===== src/tsc_pkg.sv =====
package tsc_pkg;
  // ****************************************
  // register map, byte addresses on the bus
  // ****************************************
  localparam int          ADDR_W        = 8;
  localparam logic [7:0]  OFS_MODE01    = 8'h00;
  localparam logic [7:0]  OFS_CTRL01    = 8'h04;
  localparam logic [7:0]  OFS_CTRL2     = 8'h08;
  localparam logic [7:0]  OFS_XMODE2    = 8'h0C;
  localparam logic [7:0]  OFS_CNT0_LO   = 8'h10;
  localparam logic [7:0]  OFS_CNT0_HI   = 8'h14;
  localparam logic [7:0]  OFS_CNT1_LO   = 8'h18;
  localparam logic [7:0]  OFS_CNT1_HI   = 8'h1C;
  localparam logic [7:0]  OFS_CNT2_LO   = 8'h20;
  localparam logic [7:0]  OFS_CNT2_HI   = 8'h24;
  localparam logic [7:0]  OFS_RELOAD_LO = 8'h28;
  localparam logic [7:0]  OFS_RELOAD_HI = 8'h2C;
  localparam logic [7:0]  OFS_CONFIG    = 8'h30;
  localparam logic [7:0]  OFS_LAST      = 8'h30;
  // ****************************************
  // field positions
  // ****************************************
  localparam int BIT_GATE = 3;
  localparam int BIT_CT   = 2;
  localparam int BIT_TF1  = 7;
  localparam int BIT_TR1  = 6;
  localparam int BIT_TF0  = 5;
  localparam int BIT_TR0  = 4;
  localparam int BIT_TF2  = 7;
  localparam int BIT_EXF2 = 6;
  localparam int BIT_RCLK = 5;
  localparam int BIT_TCLK = 4;
  localparam int BIT_EXEN = 3;
  localparam int BIT_TR2  = 2;
  localparam int BIT_CT2  = 1;
  localparam int BIT_CAPT = 0;
  localparam int BIT_CLKOE = 1;
  localparam int BIT_DBL  = 0;
  // pin order on the synchroniser vector
  localparam int PIN_IRQ0 = 0;
  localparam int PIN_IRQ1 = 1;
  localparam int PIN_CNT0 = 2;
  localparam int PIN_CNT1 = 3;
  localparam int PIN_TRIG = 4;
  localparam int PIN_CNT2 = 5;
  localparam int PIN_NUM  = 6;
  // ****************************************
  // modes, reset values and counts
  // ****************************************
  localparam logic [1:0]  MODE_13    = 2'h0;
  localparam logic [1:0]  MODE_16    = 2'h1;
  localparam logic [1:0]  MODE_AR8   = 2'h2;
  localparam logic [1:0]  MODE_SPLIT = 2'h3;
  localparam logic [7:0]  RST_BYTE   = 8'h00;
  localparam logic [15:0] RST_WORD   = 16'h0000;
  localparam logic [3:0]  MC_CLKS_STD = 4'hC;
  localparam logic [3:0]  MC_CLKS_DBL = 4'h6;
  localparam logic [1:0]  RESP_OKAY   = 2'h0;
  localparam logic [1:0]  RESP_SLVERR = 2'h2;
endpackage


===== src/tsc_timers.sv =====
// Local design decisions: the placing of the registers and the AXI4-Lite interface to the registers.
`timescale 1ns/1ps
module tsc_timers
  import tsc_pkg::*;
(
  input  wire logic              clk_sys,
  input  wire logic              rst,
  input  wire logic [ADDR_W-1:0] awaddr,
  input  wire logic              awvalid,
  output logic                   awready,
  input  wire logic [31:0]       wdata,
  input  wire logic [3:0]        wstrb,
  input  wire logic              wvalid,
  output logic                   wready,
  output logic [1:0]             bresp,
  output logic                   bvalid,
  input  wire logic              bready,
  input  wire logic [ADDR_W-1:0] araddr,
  input  wire logic              arvalid,
  output logic                   arready,
  output logic [31:0]            rdata,
  output logic [1:0]             rresp,
  output logic                   rvalid,
  input  wire logic              rready,
  input  wire logic              extIrq0PinN,
  input  wire logic              extIrq1PinN,
  input  wire logic              count0Pin,
  input  wire logic              count1Pin,
  input  wire logic              timer2TriggerPin,
  input  wire logic              clockOutPinIn,
  output logic                   clockOutPinOut,
  output logic                   clockOutPinOe,
  output logic                   timer0Irq,
  output logic                   timer1Irq,
  output logic                   timer2Irq,
  output logic                   rxBaudTick,
  output logic                   txBaudTick
);
  typedef struct packed {
    logic [7:0]  mode01;
    logic [7:0]  ctrl01;
    logic [7:0]  ctrl2;
    logic [7:0]  xmode2;
    logic [7:0]  cfg;
    logic [15:0] cnt0;
    logic [15:0] cnt1;
    logic [15:0] cnt2;
    logic [15:0] reload;
    logic [3:0]  pre;
    logic        half;
    logic        gate0On;
    logic        gate1On;
    logic        clkOut;
    logic        clkOe;
    logic        rxBaud;
    logic        txBaud;
    logic        irq2;
    logic [31:0] rdata;
  } tsc_state_t;
  tsc_state_t s;
  tsc_state_t next_s;

  logic              wrPulse;
  logic [ADDR_W-1:0] wrAddr;
  logic [7:0]        wrData;
  logic              rdPulse;
  logic [ADDR_W-1:0] rdAddr;
  logic [PIN_NUM-1:0] pinLevel;
  logic [PIN_NUM-1:0] pinFall;
  logic              mcTick;
  logic              fastTick;
  logic              run0;
  logic              run1;
  logic              run2;
  logic              ov0;
  logic              ov1;
  logic              ovHi0;
  logic              ov2;
  logic              trig2;
  logic              baud;
  logic              clkMode;
  logic [16:0]       step;
  logic [7:0]        rdByte;

  // ****************************************
  // bus slave and pin synchronisers
  // ****************************************
  tsc_axil_slave u_bus (
    .clk_sys (clk_sys),
    .rst     (rst),
    .awaddr  (awaddr),
    .awvalid (awvalid),
    .awready (awready),
    .wdata   (wdata[7:0]),
    .wstrb0  (wstrb[0]),
    .wvalid  (wvalid),
    .wready  (wready),
    .bresp   (bresp),
    .bvalid  (bvalid),
    .bready  (bready),
    .araddr  (araddr),
    .arvalid (arvalid),
    .arready (arready),
    .rresp   (rresp),
    .rvalid  (rvalid),
    .rready  (rready),
    .wrPulse (wrPulse),
    .wrAddr  (wrAddr),
    .wrData  (wrData),
    .rdPulse (rdPulse),
    .rdAddr  (rdAddr)
  );

  tsc_pin_sync #(.WIDTH(PIN_NUM)) u_sync (
    .clk_sys (clk_sys),
    .rst     (rst),
    .pinIn   ({clockOutPinIn, timer2TriggerPin, count1Pin, count0Pin, extIrq1PinN, extIrq0PinN}),
    .level   (pinLevel),
    .fall    (pinFall)
  );

  // ****************************************
  // counting step shared by timers 0 and 1
  // ****************************************
  // result is {overflow, new count}; split mode steps only the low byte
  function automatic logic [16:0] stepCnt(input logic [1:0] mode, input logic [15:0] c);
    logic [16:0] r;
    r = {1'b0, c};
    case (mode)
      MODE_13: begin
        r[4:0] = c[4:0] + 5'h01;
        if (c[4:0] == 5'h1F) begin
          r[15:8] = c[15:8] + 8'h01;
          r[16] = (c[15:8] == 8'hFF);
        end
      end
      MODE_16: r = {1'b0, c} + 17'h00001;
      MODE_AR8: begin
        r[7:0] = (c[7:0] == 8'hFF) ? c[15:8] : c[7:0] + 8'h01;
        r[16] = (c[7:0] == 8'hFF);
      end
      default: begin
        r[7:0] = c[7:0] + 8'h01;
        r[16] = (c[7:0] == 8'hFF);
      end
    endcase
    return r;
  endfunction

  // ****************************************
  // timer core
  // ****************************************
  always_comb begin
    next_s = s;
    step = '0;
    ov0 = 1'b0;
    ov1 = 1'b0;
    ovHi0 = 1'b0;
    rdByte = RST_BYTE;
    // machine cycle prescaler, 12 or 6 clocks
    mcTick = (s.pre == 4'h0);
    if (mcTick) begin
      next_s.pre = (s.cfg[BIT_DBL] ? MC_CLKS_DBL : MC_CLKS_STD) - 4'h1;
    end else begin
      next_s.pre = s.pre - 4'h1;
    end
    // fast rate gives n = 2 at 12 clocks and n = 1 at 6 clocks
    next_s.half = ~s.half;
    fastTick = s.cfg[BIT_DBL] | s.half;
    // timer 0: gate flips on a pin fall only while its run bit is set
    if (s.mode01[BIT_GATE] && s.ctrl01[BIT_TR0] && pinFall[PIN_IRQ0]) begin
      next_s.gate0On = ~s.gate0On;
    end
    run0 = s.ctrl01[BIT_TR0] && (!s.mode01[BIT_GATE] || s.gate0On)
           && (s.mode01[BIT_CT] ? pinFall[PIN_CNT0] : mcTick);
    if (run0) begin
      step = stepCnt(s.mode01[1:0], s.cnt0);
      next_s.cnt0 = step[15:0];
      ov0 = step[16];
    end
    // split mode: high byte of timer 0 borrows timer 1 run bit and flag
    if (s.mode01[1:0] == MODE_SPLIT && s.ctrl01[BIT_TR1] && mcTick) begin
      next_s.cnt0[15:8] = s.cnt0[15:8] + 8'h01;
      ovHi0 = (s.cnt0[15:8] == 8'hFF);
    end
    // timer 1: mode 3 holds it still
    if (s.mode01[BIT_GATE+4] && s.ctrl01[BIT_TR1] && pinFall[PIN_IRQ1]) begin
      next_s.gate1On = ~s.gate1On;
    end
    run1 = s.ctrl01[BIT_TR1] && (!s.mode01[BIT_GATE+4] || s.gate1On)
           && (s.mode01[5:4] != MODE_SPLIT)
           && (s.mode01[BIT_CT+4] ? pinFall[PIN_CNT1] : mcTick);
    if (run1) begin
      step = stepCnt(s.mode01[5:4], s.cnt1);
      next_s.cnt1 = step[15:0];
      ov1 = step[16] && (s.mode01[1:0] != MODE_SPLIT);
    end
    // timer 2 mode decode
    baud = s.ctrl2[BIT_RCLK] | s.ctrl2[BIT_TCLK];
    clkMode = s.xmode2[BIT_CLKOE] & ~s.ctrl2[BIT_CT2];
    run2 = s.ctrl2[BIT_TR2] && (s.ctrl2[BIT_CT2] ? pinFall[PIN_CNT2]
           : ((baud || clkMode) ? fastTick : mcTick));
    ov2 = run2 && (s.cnt2 == 16'hFFFF);
    trig2 = s.ctrl2[BIT_EXEN] && pinFall[PIN_TRIG];
    if (run2) begin
      // capture mode just wraps; reload and baud modes reload
      if (ov2 && (baud || !s.ctrl2[BIT_CAPT])) begin
        next_s.cnt2 = s.reload;
      end else begin
        next_s.cnt2 = s.cnt2 + 16'h0001;
      end
    end
    // pin trigger is ignored for reload and capture in baud mode
    if (trig2 && !baud) begin
      if (s.ctrl2[BIT_CAPT]) begin
        next_s.reload = s.cnt2;
      end else begin
        next_s.cnt2 = s.reload;
      end
    end
    // each roll-over flips the pin, so the duty cycle is exactly half
    if (ov2 && clkMode) begin
      next_s.clkOut = ~s.clkOut;
    end
    next_s.clkOe = clkMode;
    next_s.rxBaud = ov2 && s.ctrl2[BIT_RCLK];
    next_s.txBaud = ov2 && s.ctrl2[BIT_TCLK];
    // software writes override counting in the same cycle
    if (wrPulse) begin
      case (wrAddr)
        OFS_MODE01:    next_s.mode01 = wrData;
        OFS_CTRL01:    next_s.ctrl01 = wrData;
        OFS_CTRL2:     next_s.ctrl2 = wrData;
        OFS_XMODE2:    next_s.xmode2 = wrData;
        OFS_CNT0_LO:   next_s.cnt0[7:0] = wrData;
        OFS_CNT0_HI:   next_s.cnt0[15:8] = wrData;
        OFS_CNT1_LO:   next_s.cnt1[7:0] = wrData;
        OFS_CNT1_HI:   next_s.cnt1[15:8] = wrData;
        OFS_CNT2_LO:   next_s.cnt2[7:0] = wrData;
        OFS_CNT2_HI:   next_s.cnt2[15:8] = wrData;
        OFS_RELOAD_LO: next_s.reload[7:0] = wrData;
        OFS_RELOAD_HI: next_s.reload[15:8] = wrData;
        OFS_CONFIG:    next_s.cfg = wrData;
        default:       next_s.cfg = next_s.cfg;
      endcase
    end
    // flag sets come last so a set beats a clear in the same cycle
    if (ov0) next_s.ctrl01[BIT_TF0] = 1'b1;
    if (ov1 || ovHi0) next_s.ctrl01[BIT_TF1] = 1'b1;
    if (ov2 && !baud && !clkMode) next_s.ctrl2[BIT_TF2] = 1'b1;
    if (trig2) next_s.ctrl2[BIT_EXF2] = 1'b1;
    next_s.irq2 = next_s.ctrl2[BIT_TF2] | next_s.ctrl2[BIT_EXF2];
    // read data register
    case (rdAddr)
      OFS_MODE01:    rdByte = s.mode01;
      OFS_CTRL01:    rdByte = s.ctrl01;
      OFS_CTRL2:     rdByte = s.ctrl2;
      OFS_XMODE2:    rdByte = s.xmode2;
      OFS_CNT0_LO:   rdByte = s.cnt0[7:0];
      OFS_CNT0_HI:   rdByte = s.cnt0[15:8];
      OFS_CNT1_LO:   rdByte = s.cnt1[7:0];
      OFS_CNT1_HI:   rdByte = s.cnt1[15:8];
      OFS_CNT2_LO:   rdByte = s.cnt2[7:0];
      OFS_CNT2_HI:   rdByte = s.cnt2[15:8];
      OFS_RELOAD_LO: rdByte = s.reload[7:0];
      OFS_RELOAD_HI: rdByte = s.reload[15:8];
      OFS_CONFIG:    rdByte = s.cfg;
      default:       rdByte = RST_BYTE;
    endcase
    if (rdPulse) begin
      next_s.rdata = {24'h000000, rdByte};
    end
  end

  always_ff @(posedge clk_sys) begin
    if (rst) begin
      s <= '0;
    end else begin
      s <= next_s;
    end
  end

  // ****************************************
  // outputs, all straight from state
  // ****************************************
  assign rdata          = s.rdata;
  assign clockOutPinOut = s.clkOut;
  assign clockOutPinOe  = s.clkOe;
  assign timer0Irq      = s.ctrl01[BIT_TF0];
  assign timer1Irq      = s.ctrl01[BIT_TF1];
  assign timer2Irq      = s.irq2;
  assign rxBaudTick     = s.rxBaud;
  assign txBaudTick     = s.txBaud;
endmodule


===== src/tsc_pin_sync.sv =====
`timescale 1ns/1ps
module tsc_pin_sync
  import tsc_pkg::*;
#(
  parameter int WIDTH = 6
) (
  input  wire logic             clk_sys,
  input  wire logic             rst,
  input  wire logic [WIDTH-1:0] pinIn,
  output logic      [WIDTH-1:0] level,
  output logic      [WIDTH-1:0] fall
);
  typedef struct packed {
    logic [WIDTH-1:0] s1;
    logic [WIDTH-1:0] s2;
    logic [WIDTH-1:0] s3;
    logic [WIDTH-1:0] level;
    logic [WIDTH-1:0] fall;
  } tsc_sync_t;
  tsc_sync_t s;
  tsc_sync_t next_s;
  logic [WIDTH-1:0] agree;

  // a level counts only once stages two and three agree
  always_comb begin
    next_s = s;
    agree = ~(s.s2 ^ s.s3);
    next_s.s1 = pinIn;
    next_s.s2 = s.s1;
    next_s.s3 = s.s2;
    next_s.level = (agree & s.s2) | (~agree & s.level);
    next_s.fall = s.level & agree & ~s.s2;
  end

  // level resets low so release never fakes a falling edge
  always_ff @(posedge clk_sys) begin
    if (rst) begin
      s <= '0;
    end else begin
      s <= next_s;
    end
  end

  assign level = s.level;
  assign fall  = s.fall;
endmodule


===== src/tsc_axil_slave.sv =====
`timescale 1ns/1ps
module tsc_axil_slave
  import tsc_pkg::*;
(
  input  wire logic              clk_sys,
  input  wire logic              rst,
  input  wire logic [ADDR_W-1:0] awaddr,
  input  wire logic              awvalid,
  output logic                   awready,
  input  wire logic [7:0]        wdata,
  input  wire logic              wstrb0,
  input  wire logic              wvalid,
  output logic                   wready,
  output logic [1:0]             bresp,
  output logic                   bvalid,
  input  wire logic              bready,
  input  wire logic [ADDR_W-1:0] araddr,
  input  wire logic              arvalid,
  output logic                   arready,
  output logic [1:0]             rresp,
  output logic                   rvalid,
  input  wire logic              rready,
  output logic                   wrPulse,
  output logic [ADDR_W-1:0]      wrAddr,
  output logic [7:0]             wrData,
  output logic                   rdPulse,
  output logic [ADDR_W-1:0]      rdAddr
);
  typedef struct packed {
    logic              awReady;
    logic              wReady;
    logic              awGot;
    logic              wGot;
    logic              strb;
    logic [ADDR_W-1:0] wAddr;
    logic [7:0]        wData;
    logic              wrPulse;
    logic              bValid;
    logic [1:0]        bResp;
    logic              arReady;
    logic [ADDR_W-1:0] rAddr;
    logic              rdPulse;
    logic              rValid;
    logic [1:0]        rResp;
  } tsc_axil_t;
  tsc_axil_t s;
  tsc_axil_t next_s;

  function automatic logic hit(input logic [ADDR_W-1:0] a);
    hit = (a[1:0] == 2'h0) && (a <= OFS_LAST);
  endfunction

  // address and data may arrive in either order; one of each at a time
  always_comb begin
    next_s = s;
    next_s.wrPulse = 1'b0;
    next_s.rdPulse = 1'b0;
    if (awvalid && s.awReady) begin
      next_s.awGot = 1'b1;
      next_s.awReady = 1'b0;
      next_s.wAddr = awaddr;
    end
    if (wvalid && s.wReady) begin
      next_s.wGot = 1'b1;
      next_s.wReady = 1'b0;
      next_s.wData = wdata;
      next_s.strb = wstrb0;
    end
    // only a mapped address with the low lane enabled stores anything
    if (s.awGot && s.wGot) begin
      next_s.awGot = 1'b0;
      next_s.wGot = 1'b0;
      next_s.wrPulse = hit(s.wAddr) && s.strb;
      next_s.bValid = 1'b1;
      next_s.bResp = hit(s.wAddr) ? RESP_OKAY : RESP_SLVERR;
    end
    if (s.bValid && bready) begin
      next_s.bValid = 1'b0;
      next_s.awReady = 1'b1;
      next_s.wReady = 1'b1;
    end
    // read data register in the core is loaded on the same edge as rvalid
    if (arvalid && s.arReady) begin
      next_s.arReady = 1'b0;
      next_s.rdPulse = 1'b1;
      next_s.rAddr = araddr;
    end
    if (s.rdPulse) begin
      next_s.rValid = 1'b1;
      next_s.rResp = hit(s.rAddr) ? RESP_OKAY : RESP_SLVERR;
    end
    if (s.rValid && rready) begin
      next_s.rValid = 1'b0;
      next_s.arReady = 1'b1;
    end
  end

  always_ff @(posedge clk_sys) begin
    if (rst) begin
      s <= '0;
      s.awReady <= 1'b1;
      s.wReady <= 1'b1;
      s.arReady <= 1'b1;
    end else begin
      s <= next_s;
    end
  end

  assign awready = s.awReady;
  assign wready  = s.wReady;
  assign bvalid  = s.bValid;
  assign bresp   = s.bResp;
  assign arready = s.arReady;
  assign rvalid  = s.rValid;
  assign rresp   = s.rResp;
  assign wrPulse = s.wrPulse;
  assign wrAddr  = s.wAddr;
  assign wrData  = s.wData;
  assign rdPulse = s.rdPulse;
  assign rdAddr  = s.rAddr;
endmodule


===== config.mk =====
export PLATFORM = sky130hd
export DESIGN_NAME = tsc_timers
export DESIGN_NICKNAME = d
export VERILOG_FILES = /design/src/tsc_pkg.sv /design/src/tsc_timers.sv /design/src/tsc_pin_sync.sv /design/src/tsc_axil_slave.sv
export SDC_FILE = /design/constraint.sdc
export NUM_CORES = 1
export LEC_CHECK = 0
export ABC_CLOCK_PERIOD_IN_PS = 6640
export BUFFER_PORTS_ARGS = -buffer_cell sky130_fd_sc_hd__buf_2
export CAP_MARGIN = 20
export CORE_ASPECT_RATIO = 1.2
export CORE_MARGIN = 3
export CORE_UTILIZATION = 35
export DETAILED_ROUTE_END_ITERATION = 8
export GPL_TIMING_DRIVEN = 0
export SLEW_MARGIN = 20
export SYNTH_ARGS = -nofsm -noshare
export SYNTH_HDL_FRONTEND = slang
export SYNTH_SLANG_ARGS = --single-unit

===== constraint.sdc =====
create_clock -name clk_sys -period 6.64 [get_ports clk_sys]
set_clock_uncertainty 0.05 [all_clocks]
set_input_delay 1.328 -clock clk_sys [delete_from_list [all_inputs] [get_ports clk_sys]]
set_output_delay 1.328 -clock clk_sys [all_outputs]
set_load 0.05 [all_outputs]

## After elaboration in Yosys (flattened, before gate mapping)

Cells that the tools add are included.

| word-level totals | value |
|---|---|
| bits in registers | 192 |
| input port bits | 65 |
| output and inout port bits | 48 |

| operators by class | value |
|---|---|
| add/subtract/negate cells | 11 |
| order comparisons | 2 |
| eq/ne operators | 38 |
| multiplexer cells | 51 |
| bitwise operators | 19 |
| reduce and logical (&&, ||, !) cells | 63 |

Operator list:

| cell | count |
|---|---|
| $mux W8 | 15 |
| $pmux W8 S13 | 1 |
| $mux W16 | 6 |
| $mux W96 | 1 |
| $eq A8 B6 Y1 const B | 10 |
| $eq A8 B5 Y1 const B | 8 |
| $add A16 B1 Y17 const B | 2 |
| $add A8 B1 Y8 const B | 4 |
| $eq A8 B4 Y1 const B | 4 |
| $eq A8 B8 Y1 const B | 4 |
| $mux W32 | 1 |
| $pmux W8 S2 | 2 |
| $logic_and A1 B1 Y1 | 31 |
| $pmux W5 S3 | 2 |
| $and A6 B6 Y6 | 4 |
| $mux W9 | 2 |
| $not A6 Y6 | 3 |
| $pmux W3 S3 | 2 |
| $add A16 B1 Y16 const B | 1 |
| $eq A16 B16 Y1 const B | 1 |
| $eq A8 B3 Y1 const B | 2 |
| $le A8 B6 Y1 const B | 2 |
| $logic_not A8 Y1 | 2 |
| $reduce_and A2 Y1 | 7 |
| other kinds (21) | 67 |

## Depth between registers and ports, before layout

| logic depth | value |
|---|---|
| depth in word-level cells | 16 |
| mapped depth | 10 |
| gate-level depth less buffers | 10 |

## Cells and area by module

From an unflattened synthesis, not the netlist that was laid out.

| second synthesis, totals | value |
|---|---|
| cells, all modules | 1,281 |
| area total of the unflattened synthesis | 10,789.1 µm² |

By module, submodules not included:

| module | times used | cells each | area each (µm²) | sequential area each (µm²) |
|---|---|---|---|---|
| tsc_timers | 1 | 1,007 | 8,040.2 | 2,482.4 |
| tsc_axil_slave | 1 | 187 | 1,692.9 | 720.7 |
| tsc_pin_sync | 1 | 87 | 1,056.0 | 600.6 |

## Least setup slack after synthesis

Ideal clock, no wire load.

| timing | value |
|---|---|
| kind | input to register |
| start point | in rst |
| end point | reg s[84] (netlist name) |
| arrival time | 2.184 ns |
| slack | 4.268 ns |
| stages | 4 |
| path buffers | 3 |
| path through | clkbuf_1 clkbuf_1 clkbuf_1 a211oi_1 |

RTL lines:

| element | line | source |
|---|---|---|
| start, declared | tsc_timers.sv:7 | `input wire logic rst,` |
| end signal, assigned | tsc_timers.sv:279 | `s <= next_s;` |
| end, declared | tsc_timers.sv:60 | `tsc_state_t s;` |

No word-level cell between the ends.

## Final worst setup path

| timing | value |
|---|---|
| start point | reg u_bus.s, in the netlist u_bus.rdAddr[2] |
| end point | reg s, in the netlist rdata[2] |

| between the ends | value |
|---|---|
| word-level cells in the longest chain between the ends | 2 |

RTL lines:

| element | line | source |
|---|---|---|
| start, declared | tsc_axil_slave.sv:46 | `tsc_axil_t s;` |
| start signal, assigned | tsc_axil_slave.sv:105 | `s <= next_s;` |
| $eq A8 B6 Y1 (tied with other cells) | tsc_timers.sv:254 | `case (rdAddr)` |
| $pmux W8 S13 * | tsc_timers.sv:254 |  |

Mark *: on every way between the ends. The rest lies on a longest branch, timed or not.
A chain may end at the register's enable or synchronous reset.

==> results.yml <==
outcome:
  status: "complete, no violations"
sta:
  finalSetupViolations: 0
  timing_max_transition_violations_final: 0
  tightest_slew_ns: 1.09
  maxSlewHeadroom_pct: 27.1
  final.setup.tns_ns: 0
  maxClockFrequency_mhz: 311
  post-route-min-period_ns: 3.22
  final_min_period_over_clock_period_pct: 48.4
  grt_setup_unrepaired: "false"
  timing.final.hold_violations: 0
drt:
  detail_route.first_pass.iterations: 6
  detailroute.wirelength.met3_um: 3110
  dr_total_vias: 10100
  totalWireLength_um: 36800
  highest_layer: "met4"
  antenna_violating_nets_post_route: 0
  route.layer.met1.wl_um: 14700
  dr_wl_met2_um: 17000
  post_drt_via_cell_ratio: 5.83
  drt_first_iter_violations: 954
  avgRoutedWirePerCell_um: 21.3
  detail_route.drc_violations: 0
floorplanning:
  die_w_um: 161
  die_area_sq_um: 31100
  initial_utilization_pct: 35.9
  die-height_um: 192
  number_of_primary_i_o_pins: 113
  placementRows: 67
  fp.coreArea_sq_um: 28300
power_and_ir_drop:
  irDropWorstVdd_uv: 195
  p_leak_nw: 4.28
  power_density_nw_per_um2: 221
  totalPowerFinal_mw: 2.57
worst_setup_path:
  critical-path-max-stage-delay_ns: 0.92
  cell_by_cell_trace_of_the_critical_path: "clkbuf_1 -> clkbuf_1 -> nor4b_2 -> a221oi_1 -> nor3_1 -> o21ai_0 -> a21oi_1"
  cp_data_arrival_time_ns: 3.55
  ff2ff_path_depth: 7
  critPathCaptureType: "flip-flop"
  critical_path.max_fanout: 10
  worst-setup-path-type: "reg -> reg"
  crit_top_cell: "clkbuf_1"
  critical_path.reg2reg.startpoint: "u_bus.rdAddr[2]"
  worst-r2r-setup-slack_ns: 3.42
  critical_path_required_ns: 6.97
  critical_path.startpoint_type: "flip-flop"
  worstReg2RegEnd: "rdata[2]"
  worst_path_max_delay_cell: "nor4b_2"
  worstPathBufferInverterCount: 2
  cp_top_family: "simple AND/OR/NAND/NOR gates"
yosys:
  yosys_register_bits: 190
  share_of_synthesized_area_occupied_by_flip_flops_and_latches_pct: 37.5
  yosysUniqueCellTypes: 71
  ys_warn_count: 0
  netlist_top_cells_area: "dfxtp_1 38%, mux2i_1 5.5%, a21oi_1 4.8%"
  ys.flop_type: "dfxtp_1"
  synth-edff-count: 0
  proportion_of_synthesized_flip_flops_having_asynchronous_set_or_reset_pct: 0
  yosysTopAreaCell: "dfxtp_1"
  avgSynthCellArea_sq_um: 8.25
  portion_of_synthesized_cell_area_occupied_by_the_leading_cell_type_pct: 37.5
  netlist_instances: 1230
  synthesis.area_sq_um: 10100
global_route:
  grt_overflow: 0
  number_of_antenna_violations_at_the_first_check_in_global_routing: 0
  groute.usage.overall_pct: 23.5
  grt_max_degree: 20
  wire_length_of_the_first_global_routing_pass_um: 56000
  via_count_of_the_first_global_routing_pass: 9263
layout:
  synthToLayoutAreaGrowth_pct: 14.9
  design.final.nets: 1405
  post_route_cells_drive_above_1_share_pct: 12.6
  n_fill_cell: 2892
clock_network:
  worst_skew_pair.late_latency_ns: 0.45
  post_cts.repair.setup_buffers: 0
  cts.clk_slew.worst_paths_ns: 0.08
  cts-root-buf: "clkbuf_16"
  tritoncts_num_sinks: 190
  htree_levels: 4
  clock_tree.buffer_depth: 2
  number_of_buffers_inserted_during_clock_tree_synthesis: 17
  cts_tree: "built"
  cts_hold_buffers: 0
  post_cts_resize_count: 0
min_path:
  hold_path.startpoint: "s[39]"
  worst_hold_path.num_cells: 1
  whs_endpoint: "s[39]"
  min-delay-path-class: "reg -> reg"
placement:
  total_of_buffers_placed_on_input_and_output_ports: 57
  dp_hpwl_um: 27100
  gp_congestion: 0.966
job:
  drv_cap: 0
-- cells in the final DEF (no fill, tap or decap), types with 21 or more instances in the layout --
cell      instances
a211oi_1         41
a21oi_1          98
a31oi_1          21
buf_2            64
buf_4            36
clkbuf_1         81
conb_1           26
dfxtp_1         190
mux2i_1          56
nand2_1         113
nand3_1          58
nor2_1          119
nor2b_1          33
nor3_1           21
o21ai_0          53
-- per-layer routing --
| layer | up-vias | global-route usage, % |
|---|---|---|
| met4 | 0 | 12.9 |
| met1 | 4782 | 29.2 |
| met3 | 129 | 4.72 |
| li1 | 4637 | - |
| met5 | - | 0 |
| met2 | 512 | 38.5 |
-- logic make-up after synthesis --
kind of cell	after synthesis	share of synthesized area, %
simple gates	468	23.6
compound gates	321	20.8
flops	190	37.5
buf+inv	144	6.75
mux	77	8.52
xor+xnor	20	1.73
fa+ha+maj	9	1.11
other cells	1	0.0370
-- sequential cells by signal (all words and copies together) (netlist names), 3 cells and up, named ones only --
signal         count
s                109
u_sync.next_s     12
rdata              8
u_bus.rdAddr       8
u_bus.wrAddr       8
u_bus.wrData       8
u_sync.fall        6
u_sync.s           6
u_bus.s            3
-- layout make-up --
| class | instances | area (sq um) | share of cell area (%) |
|---|---|---|---|
| antenna | 2 | 5.00 | 0.0429 |
| tap | 379 | 474 | 4.07 |
| multi-input combinational | 921 | 5760 | 49.4 |
| clock inverter | 15 | 219 | 1.88 |
| inverter | 15 | 56.3 | 0.483 |
| sequential | 190 | 3800 | 32.6 |
| buffer | 129 | 628 | 5.39 |
| timing repair buffer | 57 | 285 | 2.45 |
| clock buffer | 17 | 425 | 3.65 |
-- cells in the mapped netlist (all sizes together), types with 10 or more instances --
| library cell | count |
|---|---|
| dfxtp | 190 |
| nand4 | 20 |
| nor2 | 123 |
| o22ai | 11 |
| mux2i | 56 |
| a31oi | 21 |
| a22o | 12 |
| o21ai | 53 |
| mux2 | 15 |
| nor4 | 12 |
| nor3 | 22 |
| nand2b | 19 |
| and3 | 18 |
| xor2 | 18 |
| nand2 | 113 |
| a21oi | 99 |
| buf | 48 |
| nor2b | 33 |
| nor4b | 11 |
| nand3 | 58 |
| clkbuf | 81 |
| inv | 15 |
| a22oi | 10 |
| a211oi | 41 |
-- how the worst max path moves through the flow --
stage	start	endpoint	slack [ns]	cells past startpoint
6_report	u_bus.rdAddr[2]	rdata[2]	3.42	7
5_1_grt	u_bus.rdAddr[2]	rdata[2]	3.31	7
4_1_cts	u_bus.rdAddr[2]	rdata[6]	3.57	6
3_5_place_dp	rst	timer1Irq	3.15	5
3_3_place_gp	rst	timer1Irq	3.22	5
2_1_floorplan	rst	s[84]	4.27	4
-- power breakdown --
group          leakage [nW]  total (mW)  switching [mW]  internal [mW]
sequential             1.54        1.19          0.0260           1.16
combinational          2.43       0.251           0.184         0.0674
clock                 0.311        1.14           0.522          0.614
-- metrics by stage --
step / cell area, sq um / cells / hold slack [ns] / utilization [%] / setup slack (ns)
after floorplan: 10200 / 1255 / 0.344 / - / 4.27
after global placement: 11000 / 1691 / 0.354 / 38.9 / 3.22
after detailed placement: 11000 / 1691 / 0.353 / 38.9 / 3.15
after CTS: 11600 / 1723 / 0.364 / 41.2 / 3.57
after global routing: 11600 / 1723 / 0.384 / 41.2 / 3.31
final: 11700 / 1725 / 0.363 / 41.3 / 3.42
Power figures use the tool's default switching activity.
